===== config.mk =====
export PLATFORM = sky130hd
export DESIGN_NAME = rpc_calib
export DESIGN_NICKNAME = d
export VERILOG_FILES = /design/src/design/rpc_pkg.sv /design/src/design/rpc_calib.sv /design/src/design/rpc_sync.sv
export SDC_FILE = /design/constraint.sdc
export NUM_CORES = 1
export LEC_CHECK = 0
export ABC_AREA = 0
export BUFFER_PORTS_ARGS = -buffer_cell sky130_fd_sc_hd__buf_4
export CORE_MARGIN = 2
export CORE_UTILIZATION = 35
export CTS_CLUSTER_SIZE = 20
export DETAILED_ROUTE_END_ITERATION = 8
export PLACE_DENSITY_LB_ADDON = 0.08
export SLEW_MARGIN = 25
export SYNTH_ARGS = -nofsm -noshare
export SYNTH_HDL_FRONTEND = slang
export SYNTH_SLANG_ARGS = --single-unit

===== constraint.sdc =====
create_clock -name clk_sys_in -period 3.79 [get_ports clk_sys_in]
set_input_delay 0.1895 -clock clk_sys_in [delete_from_list [all_inputs] [get_ports clk_sys_in]]
set_output_delay 0.1895 -clock clk_sys_in [all_outputs]
set_load 0.05 [all_outputs]

===== src/design/rpc_pkg.sv =====
// Purpose: shared constants and types for the periodic calibration block
// Assumes: 32768 Hz crystal, byte-wide asynchronous SRAM-style bus
// Notes:   the divider counter limits derive from the crystal and stage divisors
package rpc_pkg;

  // crystal and divider chain
  localparam int XTAL_HZ      = 32768;
  localparam int PRE_DIV      = 256;                  // correction stage
  localparam int STG_DIV      = XTAL_HZ / PRE_DIV;    // 128 steps per second
  localparam int NEG_ADD_CYC  = 128;                  // cycles added on a slowed second
  localparam int POS_CUT_CYC  = 256;                  // cycles removed on a sped second
  localparam int PRE_W        = 9;
  localparam int STG_W        = 7;

  localparam logic [PRE_W-1:0] PRE_LAST     = PRE_W'(PRE_DIV - 1);
  localparam logic [PRE_W-1:0] PRE_LAST_NEG = PRE_W'(PRE_DIV + NEG_ADD_CYC - 1);
  localparam logic [STG_W-1:0] STG_LAST     = STG_W'(STG_DIV - 1);
  localparam logic [STG_W-1:0] STG_LAST_POS = STG_W'(STG_DIV - 1 - POS_CUT_CYC / PRE_DIV);

  // second and minute tracking inside the correction cycle
  localparam logic [5:0] SEC_LAST     = 6'h3b;        // 60 seconds per minute
  localparam logic [5:0] MIN_LAST     = 6'h3f;        // 64 minute cycle
  localparam logic [5:0] CAL_SEC      = 6'h00;        // second that gets altered

  // control byte
  localparam int         ADDR_W       = 19;
  localparam logic [ADDR_W-1:0] CTRL_ADDR = 19'h07ff8;
  localparam logic [7:0] CTRL_RESET   = 8'h00;
  localparam int         BIT_WRITE    = 7;
  localparam int         BIT_READ     = 6;
  localparam int         BIT_SIGN     = 5;
  localparam int         MAG_MSB      = 4;

  typedef enum logic [2:0] {
    RPC_RUN    = 3'b001,
    RPC_WRHOLD = 3'b010,
    RPC_LOAD   = 3'b100
  } rpc_mode_t;

endpackage


===== src/design/rpc_calib.sv =====
// Purpose: crystal divider chain with periodic calibration and control byte
// Assumes: crystal level and SRAM bus pins are asynchronous to clk_sys_in
// Notes:   one clock; every crystal and bus pin passes the two-stage synchroniser first
`timescale 1ns/100ps
`default_nettype none
module rpc_calib
  import rpc_pkg::*;
(
  input  wire logic              clk_sys_in,
  input  wire logic              reset_in,
  input  wire logic              xtal_in,        // crystal square wave
  input  wire logic [ADDR_W-1:0] addr_in,
  input  wire logic              chip_en_n_in,
  input  wire logic              write_en_n_in,
  input  wire logic              out_en_n_in,
  input  wire logic [7:0]        data_in,
  output logic      [7:0]        data_out,
  output logic                   data_oe_out,
  output logic                   sec_tick_out,   // one pulse per corrected second
  output logic                   time_load_out,  // transfer loaded time into counters
  output logic                   regs_hold_out,  // time registers frozen
  output logic      [7:0]        ctrl_out
);
  localparam int SW = 3 + 1 + ADDR_W + 8;

  typedef struct packed {
    rpc_mode_t        mode;
    logic [7:0]       ctrl;
    logic [PRE_W-1:0] pre;
    logic [STG_W-1:0] stg;
    logic [5:0]       sec;
    logic [5:0]       min;
    logic             corr;     // current second is being altered
    logic             sign;     // direction latched for that second
    logic             sec_tick;
    logic             load;
    logic             osc_d;
    logic             wr_act_d;
    logic             oe;
    logic [7:0]       dout;
    logic [1:0]       settle;   // synchroniser output trusted once bit 1 is set
  } rpc_state_t;

  rpc_state_t s_q;
  rpc_state_t s_d;

  logic [SW-1:0]     sync_w;
  logic              xtal_s;
  logic              ce_n_s;
  logic              we_n_s;
  logic              oe_n_s;
  logic [ADDR_W-1:0] addr_s;
  logic [7:0]        data_s;
  logic              osc_tick;
  logic              wr_act;
  logic              commit;
  logic              sel;

  // all pins share one delay so address and data stay aligned with strobes
  rpc_sync #(.W(SW)) u_sync (
    .clk_sys_in (clk_sys_in),
    .reset_in   (reset_in),
    .async_in   ({xtal_in, chip_en_n_in, write_en_n_in, out_en_n_in, addr_in, data_in}),
    .sync_out   (sync_w)
  );
  assign {xtal_s, ce_n_s, we_n_s, oe_n_s, addr_s, data_s} = sync_w;

  // decide whether a second starting at (sec, min) gets altered
  function automatic logic cal_hits(input logic [5:0] sec, input logic [5:0] min,
                                    input logic [7:0] ctrl);
    logic [4:0] mag;
    mag = ctrl[MAG_MSB:0];
    cal_hits = (mag != 5'h00) && (sec == CAL_SEC)
               && (min < {mag, 1'b0});
  endfunction

  // bus decode: a write ends at the earlier rise of either strobe
  assign sel      = (addr_s == CTRL_ADDR);
  assign osc_tick = xtal_s & ~s_q.osc_d;
  // the synchroniser shows its reset zeros, which look like active strobes,
  // for two edges after reset; a write decoded from them would be false
  assign wr_act   = ~ce_n_s & ~we_n_s & s_q.settle[1];
  assign commit   = s_q.wr_act_d & ~wr_act & sel;

  // next state of the whole block
  always_comb begin
    logic [PRE_W-1:0] pre_end;
    logic [STG_W-1:0] stg_end;
    logic [5:0]       nsec;
    logic [5:0]       nmin;
    pre_end    = PRE_LAST;
    stg_end    = STG_LAST;
    nsec       = s_q.sec;
    nmin       = s_q.min;
    s_d          = s_q;
    s_d.sec_tick = 1'b0;
    s_d.load     = 1'b0;
    s_d.osc_d    = xtal_s;
    s_d.wr_act_d = wr_act;
    s_d.settle   = {s_q.settle[0], 1'b1};

    // control byte write; sign and magnitude take effect at the next second boundary, read and write bits at once
    if (commit) begin
      s_d.ctrl = data_s;
    end

    // write bit handshake with the time counters outside
    case (s_q.mode)
      RPC_RUN: begin
        if (s_q.ctrl[BIT_WRITE]) begin
          s_d.mode = RPC_WRHOLD;
        end
      end
      RPC_WRHOLD: begin
        if (!s_q.ctrl[BIT_WRITE]) begin
          s_d.mode = RPC_LOAD;
        end
      end
      RPC_LOAD: begin
        s_d.load = 1'b1;
        s_d.pre  = '0;
        s_d.stg  = '0;
        s_d.mode = RPC_RUN;
      end
      default: begin
        s_d.mode = RPC_RUN;
      end
    endcase

    // divider chain; a slowed second stretches its first 256-stage period,
    // a sped second drops one 256-stage step
    if (osc_tick && s_q.mode != RPC_LOAD) begin
      if (s_q.corr && !s_q.sign && s_q.stg == '0) begin
        pre_end = PRE_LAST_NEG;
      end
      if (s_q.corr && s_q.sign) begin
        stg_end = STG_LAST_POS;
      end
      if (s_q.pre == pre_end) begin
        s_d.pre = '0;
        if (s_q.stg == stg_end) begin
          s_d.stg      = '0;
          s_d.sec_tick = 1'b1;
          if (s_q.sec == SEC_LAST) begin
            nsec = '0;
            nmin = (s_q.min == MIN_LAST) ? 6'h00 : s_q.min + 6'h01;
          end else begin
            nsec = s_q.sec + 6'h01;
          end
          s_d.sec  = nsec;
          s_d.min  = nmin;
          s_d.corr = cal_hits(nsec, nmin, s_q.ctrl);
          s_d.sign = s_q.ctrl[BIT_SIGN];
        end else begin
          s_d.stg = s_q.stg + {{(STG_W-1){1'b0}}, 1'b1};
        end
      end else begin
        s_d.pre = s_q.pre + {{(PRE_W-1){1'b0}}, 1'b1};
      end
    end

    // read path: drive while selected for reading
    s_d.oe   = ~ce_n_s & ~oe_n_s & we_n_s & sel;
    s_d.dout = s_q.ctrl;
  end

  always_ff @(posedge clk_sys_in) begin
    if (reset_in) begin
      s_q      <= '0;
      s_q.mode <= RPC_RUN;
      s_q.ctrl <= CTRL_RESET;
    end else begin
      s_q <= s_d;
    end
  end

  assign data_out      = s_q.dout;
  assign data_oe_out   = s_q.oe;
  assign sec_tick_out  = s_q.sec_tick;
  assign time_load_out = s_q.load;
  assign regs_hold_out = s_q.ctrl[BIT_READ] | s_q.ctrl[BIT_WRITE];
  assign ctrl_out      = s_q.ctrl;
endmodule // rpc_calib
`default_nettype wire


===== src/design/rpc_sync.sv =====
// Purpose: two-stage synchroniser for asynchronous pins
// Assumes: inputs are quasi-static relative to the system clock
// Notes:   first stage feeds only the second stage
`timescale 1ns/100ps
`default_nettype none
module rpc_sync #(
  parameter int W = 1
) (
  input  wire logic         clk_sys_in,
  input  wire logic         reset_in,
  input  wire logic [W-1:0] async_in,
  output logic      [W-1:0] sync_out
);
  typedef struct packed {
    logic [W-1:0] meta;
    logic [W-1:0] stab;
  } rpc_sync_t;

  rpc_sync_t s_q;
  rpc_sync_t s_d;

  // elaboration-time refusal of an empty bus
  if (W < 1) begin : g_width_check
    $error("rpc_sync: width must be positive");
  end

  // shift one stage per clock
  always_comb begin
    s_d.meta = async_in;
    s_d.stab = s_q.meta;
  end

  always_ff @(posedge clk_sys_in) begin
    if (reset_in) begin
      s_q <= '0;
    end else begin
      s_q <= s_d;
    end
  end

  assign sync_out = s_q.stab;
endmodule // rpc_sync
`default_nettype wire


==> run_results.csv, run 1 <==
group,metric,value,unit
outcome,run_status,"finished clean",
power,vdd_drop_max,317.8,uV
timing,hold_viol_final,0,
final_layout,fill_cells,1236,
logic_synthesis,synthArstFlopShare,0,
clocking,cts_root_buffer,"clkbuf_16",
floorplan,coreArea,12670,um2
critical_path,end_kind,"flip-flop",
floorplan,initial_utilization,0.3586,
critical_path,required,4.10,ns
timing,setup-tns-final,0,ns
grt,antenna_found_initial,0,
logic_synthesis,synth.net_count,512,
logic_synthesis,syn_area_per_cell,9.689,um2
logic_synthesis,synth_warnings,0,
drt,drt-total-wl,8299,um
clocking,cts-buffers-inserted,17,
critical_path,startpoint_type,"flip-flop",
grt,grt_pass1_vias,3130,
power,p_per_area,514.3,nW/um2
logic_synthesis,synth-main-ff-cell,"dfxtp_1",
floorplan,pin_count,53,
final_layout,diodes,0,
critical_path,startpoint,"s_q[23]$_SDFFE_PP0P_",
drt,vias,3300,
timing,max_freq,341.8,MHz
timing,setup_viol,0,
final_layout,syn_to_final_growth,27.92,%
logic_synthesis,synth.distinct_cells,56,
floorplan,num_rows,41,
clocking,htree_levels,4,
drt,remaining_drc_errors,0,
floorplan,fp.dieW,117.9,um
flow_run,cap_violations,0,
logic_synthesis,ys_ff_latch,118,
critical_path,r2r_slack,0.86,ns
drt,drt_first_pass_iters,4,
placed_design,gp_congestion,0.8005,
drt,drt_iter0_drc,105,
grt,grt_max_degree,53,
timing,rsz0062_at_grt,"false",
clocking,cts_tree,"yes",
drt,wl_per_cell,11.61,um
clocking,clock_latency,0.40,ns
grt,grt_usage,0.1278,
timing,finalCritPeriodShare,0.7719,
placed_design,dp_slack,0.8770,ns
critical_path,cp.arrival,3.23,ns
placed_design,place_hpwl,5550,um
critical_path,timing.rr.start,"s_q[23]$_SDFFE_PP0P_",
final_layout,finalNetCount,573,
clocking,clock_path_buffers,2,
critical_path,cp_max_fo,11,
placed_design,io_buffers,52,
timing,timing.slew.headroom,0.5885,
power,leakagePower,0.002305,uW
drt,viasPerCell,4.615,
timing,drv_slew,0,
timing,worst_pin_slew,0.6140,ns
logic_synthesis,yosysSeqAreaShare,0.5198,
timing,finClkSkew,0.004853,ns
clocking,cts_setup_buffers,0,
drt,antenna_left,0,
timing,hold_ws,0.01453,ns
logic_synthesis,syn_inst,469,
grt,overflow,0,
hold_path,hold_class,"in -> reg",
final_layout,drive_gt1_frac,0.1676,
timing,setup_slack,0.8646,ns
logic_synthesis,syn_area,4544,um2
logic_synthesis,synth_edf_count,0,
timing,post-route-min-period,2.925,ns
clocking,numClockSinks,118,
critical_path,path_class,"reg -> reg",
grt,grt_pass1_wl,14370,um
hold_path,hold_start,"addr_in[9]",
clocking,path_clk_slew,0.05,ns
floorplan,fp.dieArea,13910,um2
floorplan,die_y,117.9,um
## worst max-delay path: stages, from the launching register on
cell      delay [ns]
dfxtp_1         0.42
ha_1            0.33
nand4_1         0.27
nand2b_1        0.40
nor2_1          0.20
xnor2_1         0.14
ha_1            0.28
a21oi_1         0.15
nand2_1         0.06
a22oi_1         0.18
o211ai_1        0.11
o41ai_1         0.28
## repair_timing
| item | CTS | global route |
|---|---|---|
| resized for setup | 0 | 0 |
| endpoints found under the hold margin | 25 | 0 |
| hold buffers | 25 | 0 |
| setup endpoints to repair | 0 | 0 |
## sequential cells by signal, indices dropped and copies added (netlist names), named ones only
name and count:
ctrl_out 8, data_oe_out 1, data_out 8, s_d 1, s_q 35, sec_tick_out 1
time_load_out 1, u_sync.s_d 31, u_sync.sync_out 31
## cells in the mapped netlist (all sizes together) (3+ instances only)
library cell / n / share of area
nor4: 3 / 0.0074
clkbuf: 16 / 0.013
nor2b: 74 / 0.10
inv: 13 / 0.011
nand4b: 3 / 0.0058
o31ai: 3 / 0.0050
nor3b: 3 / 0.0050
o21ai: 16 / 0.018
a21oi: 22 / 0.024
mux2i: 9 / 0.020
nand3: 16 / 0.018
nor2: 30 / 0.025
nand4: 10 / 0.015
nor3: 8 / 0.0088
a31oi: 5 / 0.0069
nand2b: 5 / 0.0069
or4: 7 / 0.012
nand2: 25 / 0.021
buf: 21 / 0.032
o21a: 3 / 0.0050
xnor2: 6 / 0.012
or3: 4 / 0.0066
ha: 10 / 0.028
dfxtp: 118 / 0.52
## routing by layer
| layer | part of all wire | wire length, um | up-vias | global-route usage |
|---|---|---|---|---|
| li1 | - | - | 1718 | - |
| met1 | 0.49 | 4068 | 1509 | 0.1587 |
| met2 | 0.45 | 3766 | 59 | 0.1988 |
| met3 | 0.036 | 296 | 14 | 0.03876 |
| met4 | 0.020 | 168 | 0 | 0.06777 |
| met5 | 0 | 0 | - | 0 |
## power by group
part	internal [uW]	total (uW)	switching (uW)
Sequential	1280	1280	8.14
Clock	1080	1610	528
Combinational	58.1	94.4	36.2
Total	2420	2990	573
## worst paths after layout
check,end,depth (start not counted)
max reg2reg,s_q[16]$_SDFFE_PP0P_,11
max,s_q[16]$_SDFFE_PP0P_,11
min reg2reg,u_sync.sync_out[8]$_SDFF_PP0_,1
min,u_sync.s_d[17]$_SDFF_PP0_,2
## cells in the final DEF (no fill, tap or decap), types with 6 or more instances in the layout
cell type | synthesis | final
or4_1 | 7 | 7
nor3_1 | 8 | 8
nand2_1 | 25 | 25
nor2_1 | 30 | 30
dlygate4sd3_1 | 0 | 25
buf_4 | 17 | 54
xnor2_1 | 6 | 6
nor2b_1 | 74 | 74
nand4_1 | 9 | 9
o21ai_0 | 14 | 14
mux2i_1 | 9 | 9
dfxtp_1 | 118 | 118
nand3_1 | 16 | 16
ha_1 | 10 | 10
clkbuf_16 | 0 | 17
inv_1 | 13 | 13
a21oi_1 | 22 | 22
## cell type report
cell class / instances / area [um2] / area share
clock buffers: 24 / 481.7 / 0.08287
well taps: 172 / 215.2 / 0.03702
clock inverters: 8 / 121.4 / 0.02088
inverters: 13 / 48.80 / 0.008394
multi-input cells: 301 / 1928 / 0.3317
repair buffers: 79 / 655.6 / 0.1128
flip-flops and latches: 118 / 2362 / 0.4064
## per-stage QoR
step	util	total power [uW]	instances	instance area (um2)
final	0.4588	2990	715	5813
after global routing	0.4588	3098	715	5813
after CTS	0.4588	3036	715	5813
after detailed placement	0.3914	1386	658	4960
after global placement	0.3914	1385	658	4960
after floorplan	-	1351	469	4544
## cells by family (layout without fill, tap and decap cells)
family	Yosys count	count (layout)	synth area share
muxes	10	10	0.02230
adders and majority gates	10	10	0.02753
DFF	118	118	0.5198
and+or+nand+nor	203	203	0.2591
buffers and inverters	50	124	0.05589
xor gates and xnor gates	8	8	0.01542
AOI/OAI and AO/OA	70	70	0.09994
Power figures use the tool's default switching activity.
==> run 2: changes to the inputs <==
ABC_AREA = 1   (was 0)
clock period = 2.4 ns   (was 3.79 ns; I/O delays follow)
==> run_results.csv, run 2 <==
group,metric,value,unit
final_layout,top_register,"s_q",
final_layout,final_cell_mix,"124 x nor2_1, 117 x dfxtp_1, 114 x inv_1",
drt,drt_iter0_drc,190,
grt,grt_max_degree,73,
logic_synthesis,synth_warnings,0,
timing,drv_slew,0,
placed_design,io_buffers,52,
critical_path,cp.arrival,2.56,ns
power,finalPower,4820,uW
clocking,numClockSinks,118,
floorplan,fp.dieArea,14100,um2
critical_path,required,2.74,ns
logic_synthesis,synth-main-ff-cell,"dfxtp_1",
clocking,clock_path_buffers,2,
logic_synthesis,syn_inst,609,
timing,setup-tns-final,0,ns
hold_path,hold_start,"reset_in",
critical_path,timing.rr.start,"s_q[24]$_SDFFE_PP0P_",
grt,antenna_found_initial,0,
logic_synthesis,ys_ff_latch,118,
floorplan,initial_utilization,0.3622,
drt,drt_first_pass_iters,4,
final_layout,final_common_cell,"nor2_1",
placed_design,gp_congestion,0.7857,
hold_path,hold_class,"in -> reg",
clocking,htree_levels,4,
final_layout,finalNetCount,728,
critical_path,startpoint_type,"flip-flop",
floorplan,pin_count,53,
timing,finClkSkew,0.007230,ns
drt,antenna_left,0,
logic_synthesis,synthArstFlopShare,0,
clocking,cts_root_buffer,"clkbuf_16",
timing,setup_viol,0,
drt,vias,3590,
power,leakagePower,0.002826,uW
drt,viasPerCell,4.126,
logic_synthesis,synth_edf_count,0,
logic_synthesis,synth.net_count,652,
timing,finalCritPeriodShare,0.9240,
drt,drt-total-wl,8887,um
logic_synthesis,synth.distinct_cells,29,
critical_path,startpoint,"s_q[24]$_SDFFE_PP0P_",
logic_synthesis,synthTopCellsByCount,"124 x nor2_1, 118 x dfxtp_1, 114 x inv_1, 106 x nand2_1, 30 x a21oi_1",
timing,timing.slew.headroom,0.4492,
timing,max_freq,451.0,MHz
timing,post-route-min-period,2.217,ns
outcome,run_status,"finished clean",
logic_synthesis,yosysSeqAreaShare,0.5126,
floorplan,coreArea,12720,um2
drt,remaining_drc_errors,0,
final_layout,drive_gt1_frac,0.1504,
logic_synthesis,synth_area_leaders,"dfxtp_1 51%, nor2_1 10%, inv_1 9.3%, nand2_1 8.6%, a21oi_1 3.3%",
floorplan,fp.dieW,118.7,um
clocking,cts_tree,"yes",
critical_path,end_kind,"flip-flop",
final_layout,syn_to_final_growth,30.55,%
timing,rsz0062_at_grt,"false",
floorplan,die_y,118.7,um
placed_design,place_hpwl,5892,um
timing,hold_viol_final,0,
logic_synthesis,synthDominantCellAreaShare,0.5126,
critical_path,path_class,"reg -> reg",
flow_run,cap_violations,0,
critical_path,reg2reg_depth,13,
logic_synthesis,syn_area,4608,um2
grt,overflow,0,
power,p_per_area,801.2,nW/um2
timing,worst_pin_slew,0.8253,ns
logic_synthesis,syn_area_per_cell,7.567,um2
logic_synthesis,yosys.area.top_type,"dfxtp_1",
floorplan,num_rows,41,
grt,grt_usage,0.1386,
clocking,path_clk_slew,0.05,ns
drt,wl_per_cell,10.21,um
hold_path,hold_depth,2,
grt,grt_pass1_vias,3559,
final_layout,largest_register_ffs,35,
power,vdd_drop_max,427.2,uV
clocking,clock_latency,0.40,ns
logic_synthesis,yosysMostFrequentCell,"nor2_1",
final_layout,utilization,0.4729,
critical_path,cp_max_fo,5,
clocking,cts-buffers-inserted,17,
grt,grt_pass1_wl,15490,um
final_layout,diodes,0,
## run 2: worst paths after layout
path / endpoint / slack [ns]
worst max-delay path: s_q[16]$_SDFFE_PP0P_ / 0.18
worst min-delay path: s_q[16]$_SDFFE_PP0P_ / 0.09
worst max register to register: s_q[16]$_SDFFE_PP0P_ / 0.18
worst min register to register: data_oe_out$_SDFF_PP0_ / 0.39
## run 2: kinds of logic after synthesis
logic type / Yosys count / share of synthesized area
compound gates: 46 / 0.05267
xor+xnor: 6 / 0.01140
fa+ha+maj: 10 / 0.02715
buf+inv: 147 / 0.1349
flops: 118 / 0.5126
simple gates: 282 / 0.2612
## run 2: cell type report
cell class | count | area, um2
Timing Repair Buffer | 88 | 738.2
Tap cell | 172 | 215.2
Clock inverter | 7 | 143.9
Sequential cell | 118 | 2364
Multi-Input combinational cell | 344 | 1644
Fill cell | 1296 | 6706
Inverter | 116 | 435.4
Clock buffer | 25 | 475.5
## run 2: per-stage QoR
| step | hold slack [ns] | cell area [um2] | setup slack (ns) | instances |
|---|---|---|---|---|
| floorplan | 0.2006 | 4608 | 0.2908 | 609 |
| global placement | 0.3184 | 5065 | 0.2152 | 807 |
| detailed placement | 0.3254 | 5065 | 0.1345 | 807 |
| CTS | 0.07735 | 5995 | 0.1105 | 870 |
| global route | 0.09442 | 6016 | 0.03233 | 870 |
| finish | 0.08993 | 6016 | 0.1825 | 870 |
## run 2: worst max-delay path, stage by stage (launching register included)
cell and delay [ns]:
dfxtp_2 0.36, ha_2 0.22, nand3_1 0.13, nor2_4 0.15, nand4_1 0.19, xnor2_2 0.25
ha_1 0.28, a21oi_1 0.15, nor2_1 0.06, nor2_1 0.08, nand2_1 0.06, nor2_1 0.08
nand2_1 0.07, a21oi_2 0.10
## run 2: repair_timing
action / 4_1_cts / 5_1_grt
hold endpoints to repair: 31 / 0
hold buffers: 31 / 0
gates resized for setup: 0 / 5
setup endpoints to repair: 0 / 1
buffers inserted: 0 / 0
## run 2: report_power, final
part / internal [uW] / total (uW) / switching, uW
clock: 1790 / 2630 / 831
sequential: 2010 / 2030 / 13.0
combinational: 90.3 / 167 / 77.1
total: 3900 / 4820 / 922
## run 2: routing by layer
layer / vias up / wire [um] / GRT usage
met5: - / 0 / 0
met3: 15 / 366 / 0.04778
li1: 1956 / - / -
met4: 0 / 163 / 0.06548
met2: 66 / 4206 / 0.2367
met1: 1553 / 4149 / 0.1540
==> run 3: changes to the inputs <==
CORE_MARGIN = 5   (was 2)
RECOVER_POWER = 25   (was default)
==> run_results.csv, run 3 (synthesis results as in run 2) <==
group,metric,value,unit
power,power_frac_seq,0.439,
timing,finClkSkew,0.01400,ns
timing,setup_viol,0,
grt,grt_max_degree,70,
clocking,cts_tree,"yes",
clocking,htree_levels,4,
grt,overflow,0,
timing,post-route-min-period,2.170,ns
clocking,clock_latency,0.41,ns
grt,grt_usage,0.1231,
grt,grt_pass1_wl,15590,um
critical_path,required,2.74,ns
final_layout,largest_register_ffs,35,
drt,drt_iter0_drc,159,
critical_path,path_class,"reg -> reg",
timing,finalCritPeriodShare,0.9041,
power,power_switching,965.0,uW
placed_design,place_hpwl,6038,um
critical_path,crit_end,"s_q[16]$_SDFFE_PP0P_",
critical_path,cpMaxStageDelayCell,"dfxtp_2",
final_layout,diodes,0,
critical_path,critPathTopFamily,"simple AND/OR/NAND/NOR gates",
power,vdd_drop_max,509.7,uV
floorplan,num_rows,42,
floorplan,pin_count,53,
final_layout,syn_to_final_growth,30.17,%
clocking,cts_root_buffer,"clkbuf_16",
clocking,cts-buffers-inserted,17,
critical_path,path_cells,"ha_4 > nand3_1 > nor2_4 > nand4_1 > xnor2_2 > ha_1 > a21oi_1 > nor2_1 > nor2_1 > nand2_1 > nor2_1 > nand2_1 > a21oi_2",
final_layout,finalNetCount,730,
outcome,run_status,"finished clean",
final_layout,seq_area,2365,um2
critical_path,end_kind,"flip-flop",
drt,vias,3586,
floorplan,fp.dieW,124.7,um
grt,grt_pass1_vias,3450,
placed_design,gp_congestion,0.7679,
drt,drt-total-wl,8954,um
final_layout,drive_gt1_frac,0.1602,
final_layout,fill_cells,1326,
grt,antenna_found_initial,0,
critical_path,timing.rr.start,"s_q[23]$_SDFFE_PP0P_",
critical_path,cp.arrival,2.51,ns
placed_design,io_buffers,52,
hold_path,hold_class,"in -> reg",
critical_path,critPathBufInv,0,
clocking,path_clk_slew,0.05,ns
final_layout,multiInputGateArea,1654,um2
final_layout,top_register,"s_q",
critical_path,reg2reg_depth,13,
drt,drt_first_pass_iters,4,
flow_run,cap_violations,0,
power,p_int,3648,uW
floorplan,coreArea,13090,um2
final_layout,final_common_cell,"nor2_1",
final_layout,final_cell_mix,"124 x nor2_1, 116 x dfxtp_1, 114 x inv_1",
critical_path,cp_max_fo,6,
drt,wl_per_cell,10.23,um
critical_path,cp.depth,13,
drt,antenna_left,0,
clocking,numClockSinks,118,
critical_path,rr_endpoint,"s_q[16]$_SDFFE_PP0P_",
critical_path,r2r_slack,0.23,ns
power,p_comb_frac,0.037,
timing,timing.slew.headroom,0.1212,
timing,max_freq,460.9,MHz
placed_design,place_area,5077,um2
drt,viasPerCell,4.098,
power,power_frac_clock,0.524,
timing,hold_viol_final,0,
critical_path,startpoint_type,"flip-flop",
power,leakagePower,0.002814,uW
power,p_per_area,769.1,nW/um2
critical_path,path_common_cell,"nor2_1",
timing,worst_pin_slew,1.318,ns
floorplan,initial_utilization,0.3522,
hold_path,hold_depth,2,
timing,drv_slew,0,
floorplan,die_y,124.7,um
critical_path,startpoint,"s_q[23]$_SDFFE_PP0P_",
power,finalPower,4613,uW
final_layout,fin_area,5998,um2
drt,remaining_drc_errors,0,
power,swShare,0.2092,
critical_path,cpPeakStageDelay,0.35,ns
floorplan,fp.dieArea,15560,um2
clocking,clock_path_buffers,2,
## run 3: changes by cell type in the layout (fill, tap and decap cells not counted), sizes merged
cell,delta
clkinvlp,+3
clkbuf,-5
bufinv,-2
inv,+1
clkinv,+3
buf,+1
## run 3: power by group through the flow
stage	Combinational (uW)	Clock, uW	Sequential [uW]
after floorplan	73.1	0	2060
after global placement	132	0	2070
after detailed placement	133	0	2070
after CTS	172	2480	2030
after global routing	193	2580	2030
final	169	2420	2030
## run 3: timing repair
item | 4_1_cts | 5_1_grt
endpoints found under the setup margin | 0 | 1
resized for setup | 0 | 7
hold endpoints to repair | 31 | 0
hold buffers | 31 | 0
setup buffers | 0 | 1
## run 3: worst min-delay path by stage
stage	end	start	slack, ns
3_3_place_gp	u_sync.s_d[13]$_SDFF_PP0_	addr_in[5]	0.32
5_1_grt	data_out[3]$_SDFF_PP0_	reset_in	0.10
3_5_place_dp	u_sync.s_d[29]$_SDFF_PP0_	chip_en_n_in	0.33
6_report	data_out[2]$_SDFF_PP0_	reset_in	0.1
2_1_floorplan	data_out[7]$_SDFF_PP0_	reset_in	0.20
4_1_cts	u_sync.sync_out[30]$_SDFF_PP0_	reset_in	0.08
## run 3: stage by stage
| stage | hold slack [ns] | TNS (ns) | utilization | setup WS, ns | std cells |
|---|---|---|---|---|---|
| 2_1_floorplan | 0.2006 | 0 | - | 0.2908 | 609 |
| 5_1_grt | 0.1021 | -0.01894 | 0.4584 | -0.01894 | 875 |
| 4_1_cts | 0.08113 | 0 | 0.4555 | 0.1356 | 874 |
| 3_5_place_dp | 0.3252 | 0 | 0.3880 | 0.1747 | 812 |
| 3_3_place_gp | 0.3187 | 0 | 0.3880 | 0.2152 | 812 |
| 6_report | 0.09680 | 0 | 0.4584 | 0.2302 | 875 |
## run 3: area by class of cell
| cell class | count | area share |
|---|---|---|
| Sequential cell | 118 | 0.3942 |
| Multi-Input combinational cell | 344 | 0.2758 |
| Timing Repair Buffer | 90 | 0.1252 |
| Clock buffer | 19 | 0.07384 |
| Inverter | 116 | 0.07259 |
| Tap cell | 176 | 0.03671 |
| Clock inverter | 12 | 0.02169 |
## run 3: layer usage
metal	vias to the layer above	part of all wire	global-route usage
met1	1569	0.48	0.1468
met2	52	0.46	0.1985
met5	-	0	0
met3	10	0.039	0.04117
li1	1955	-	-
met4	0	0.017	0.05996
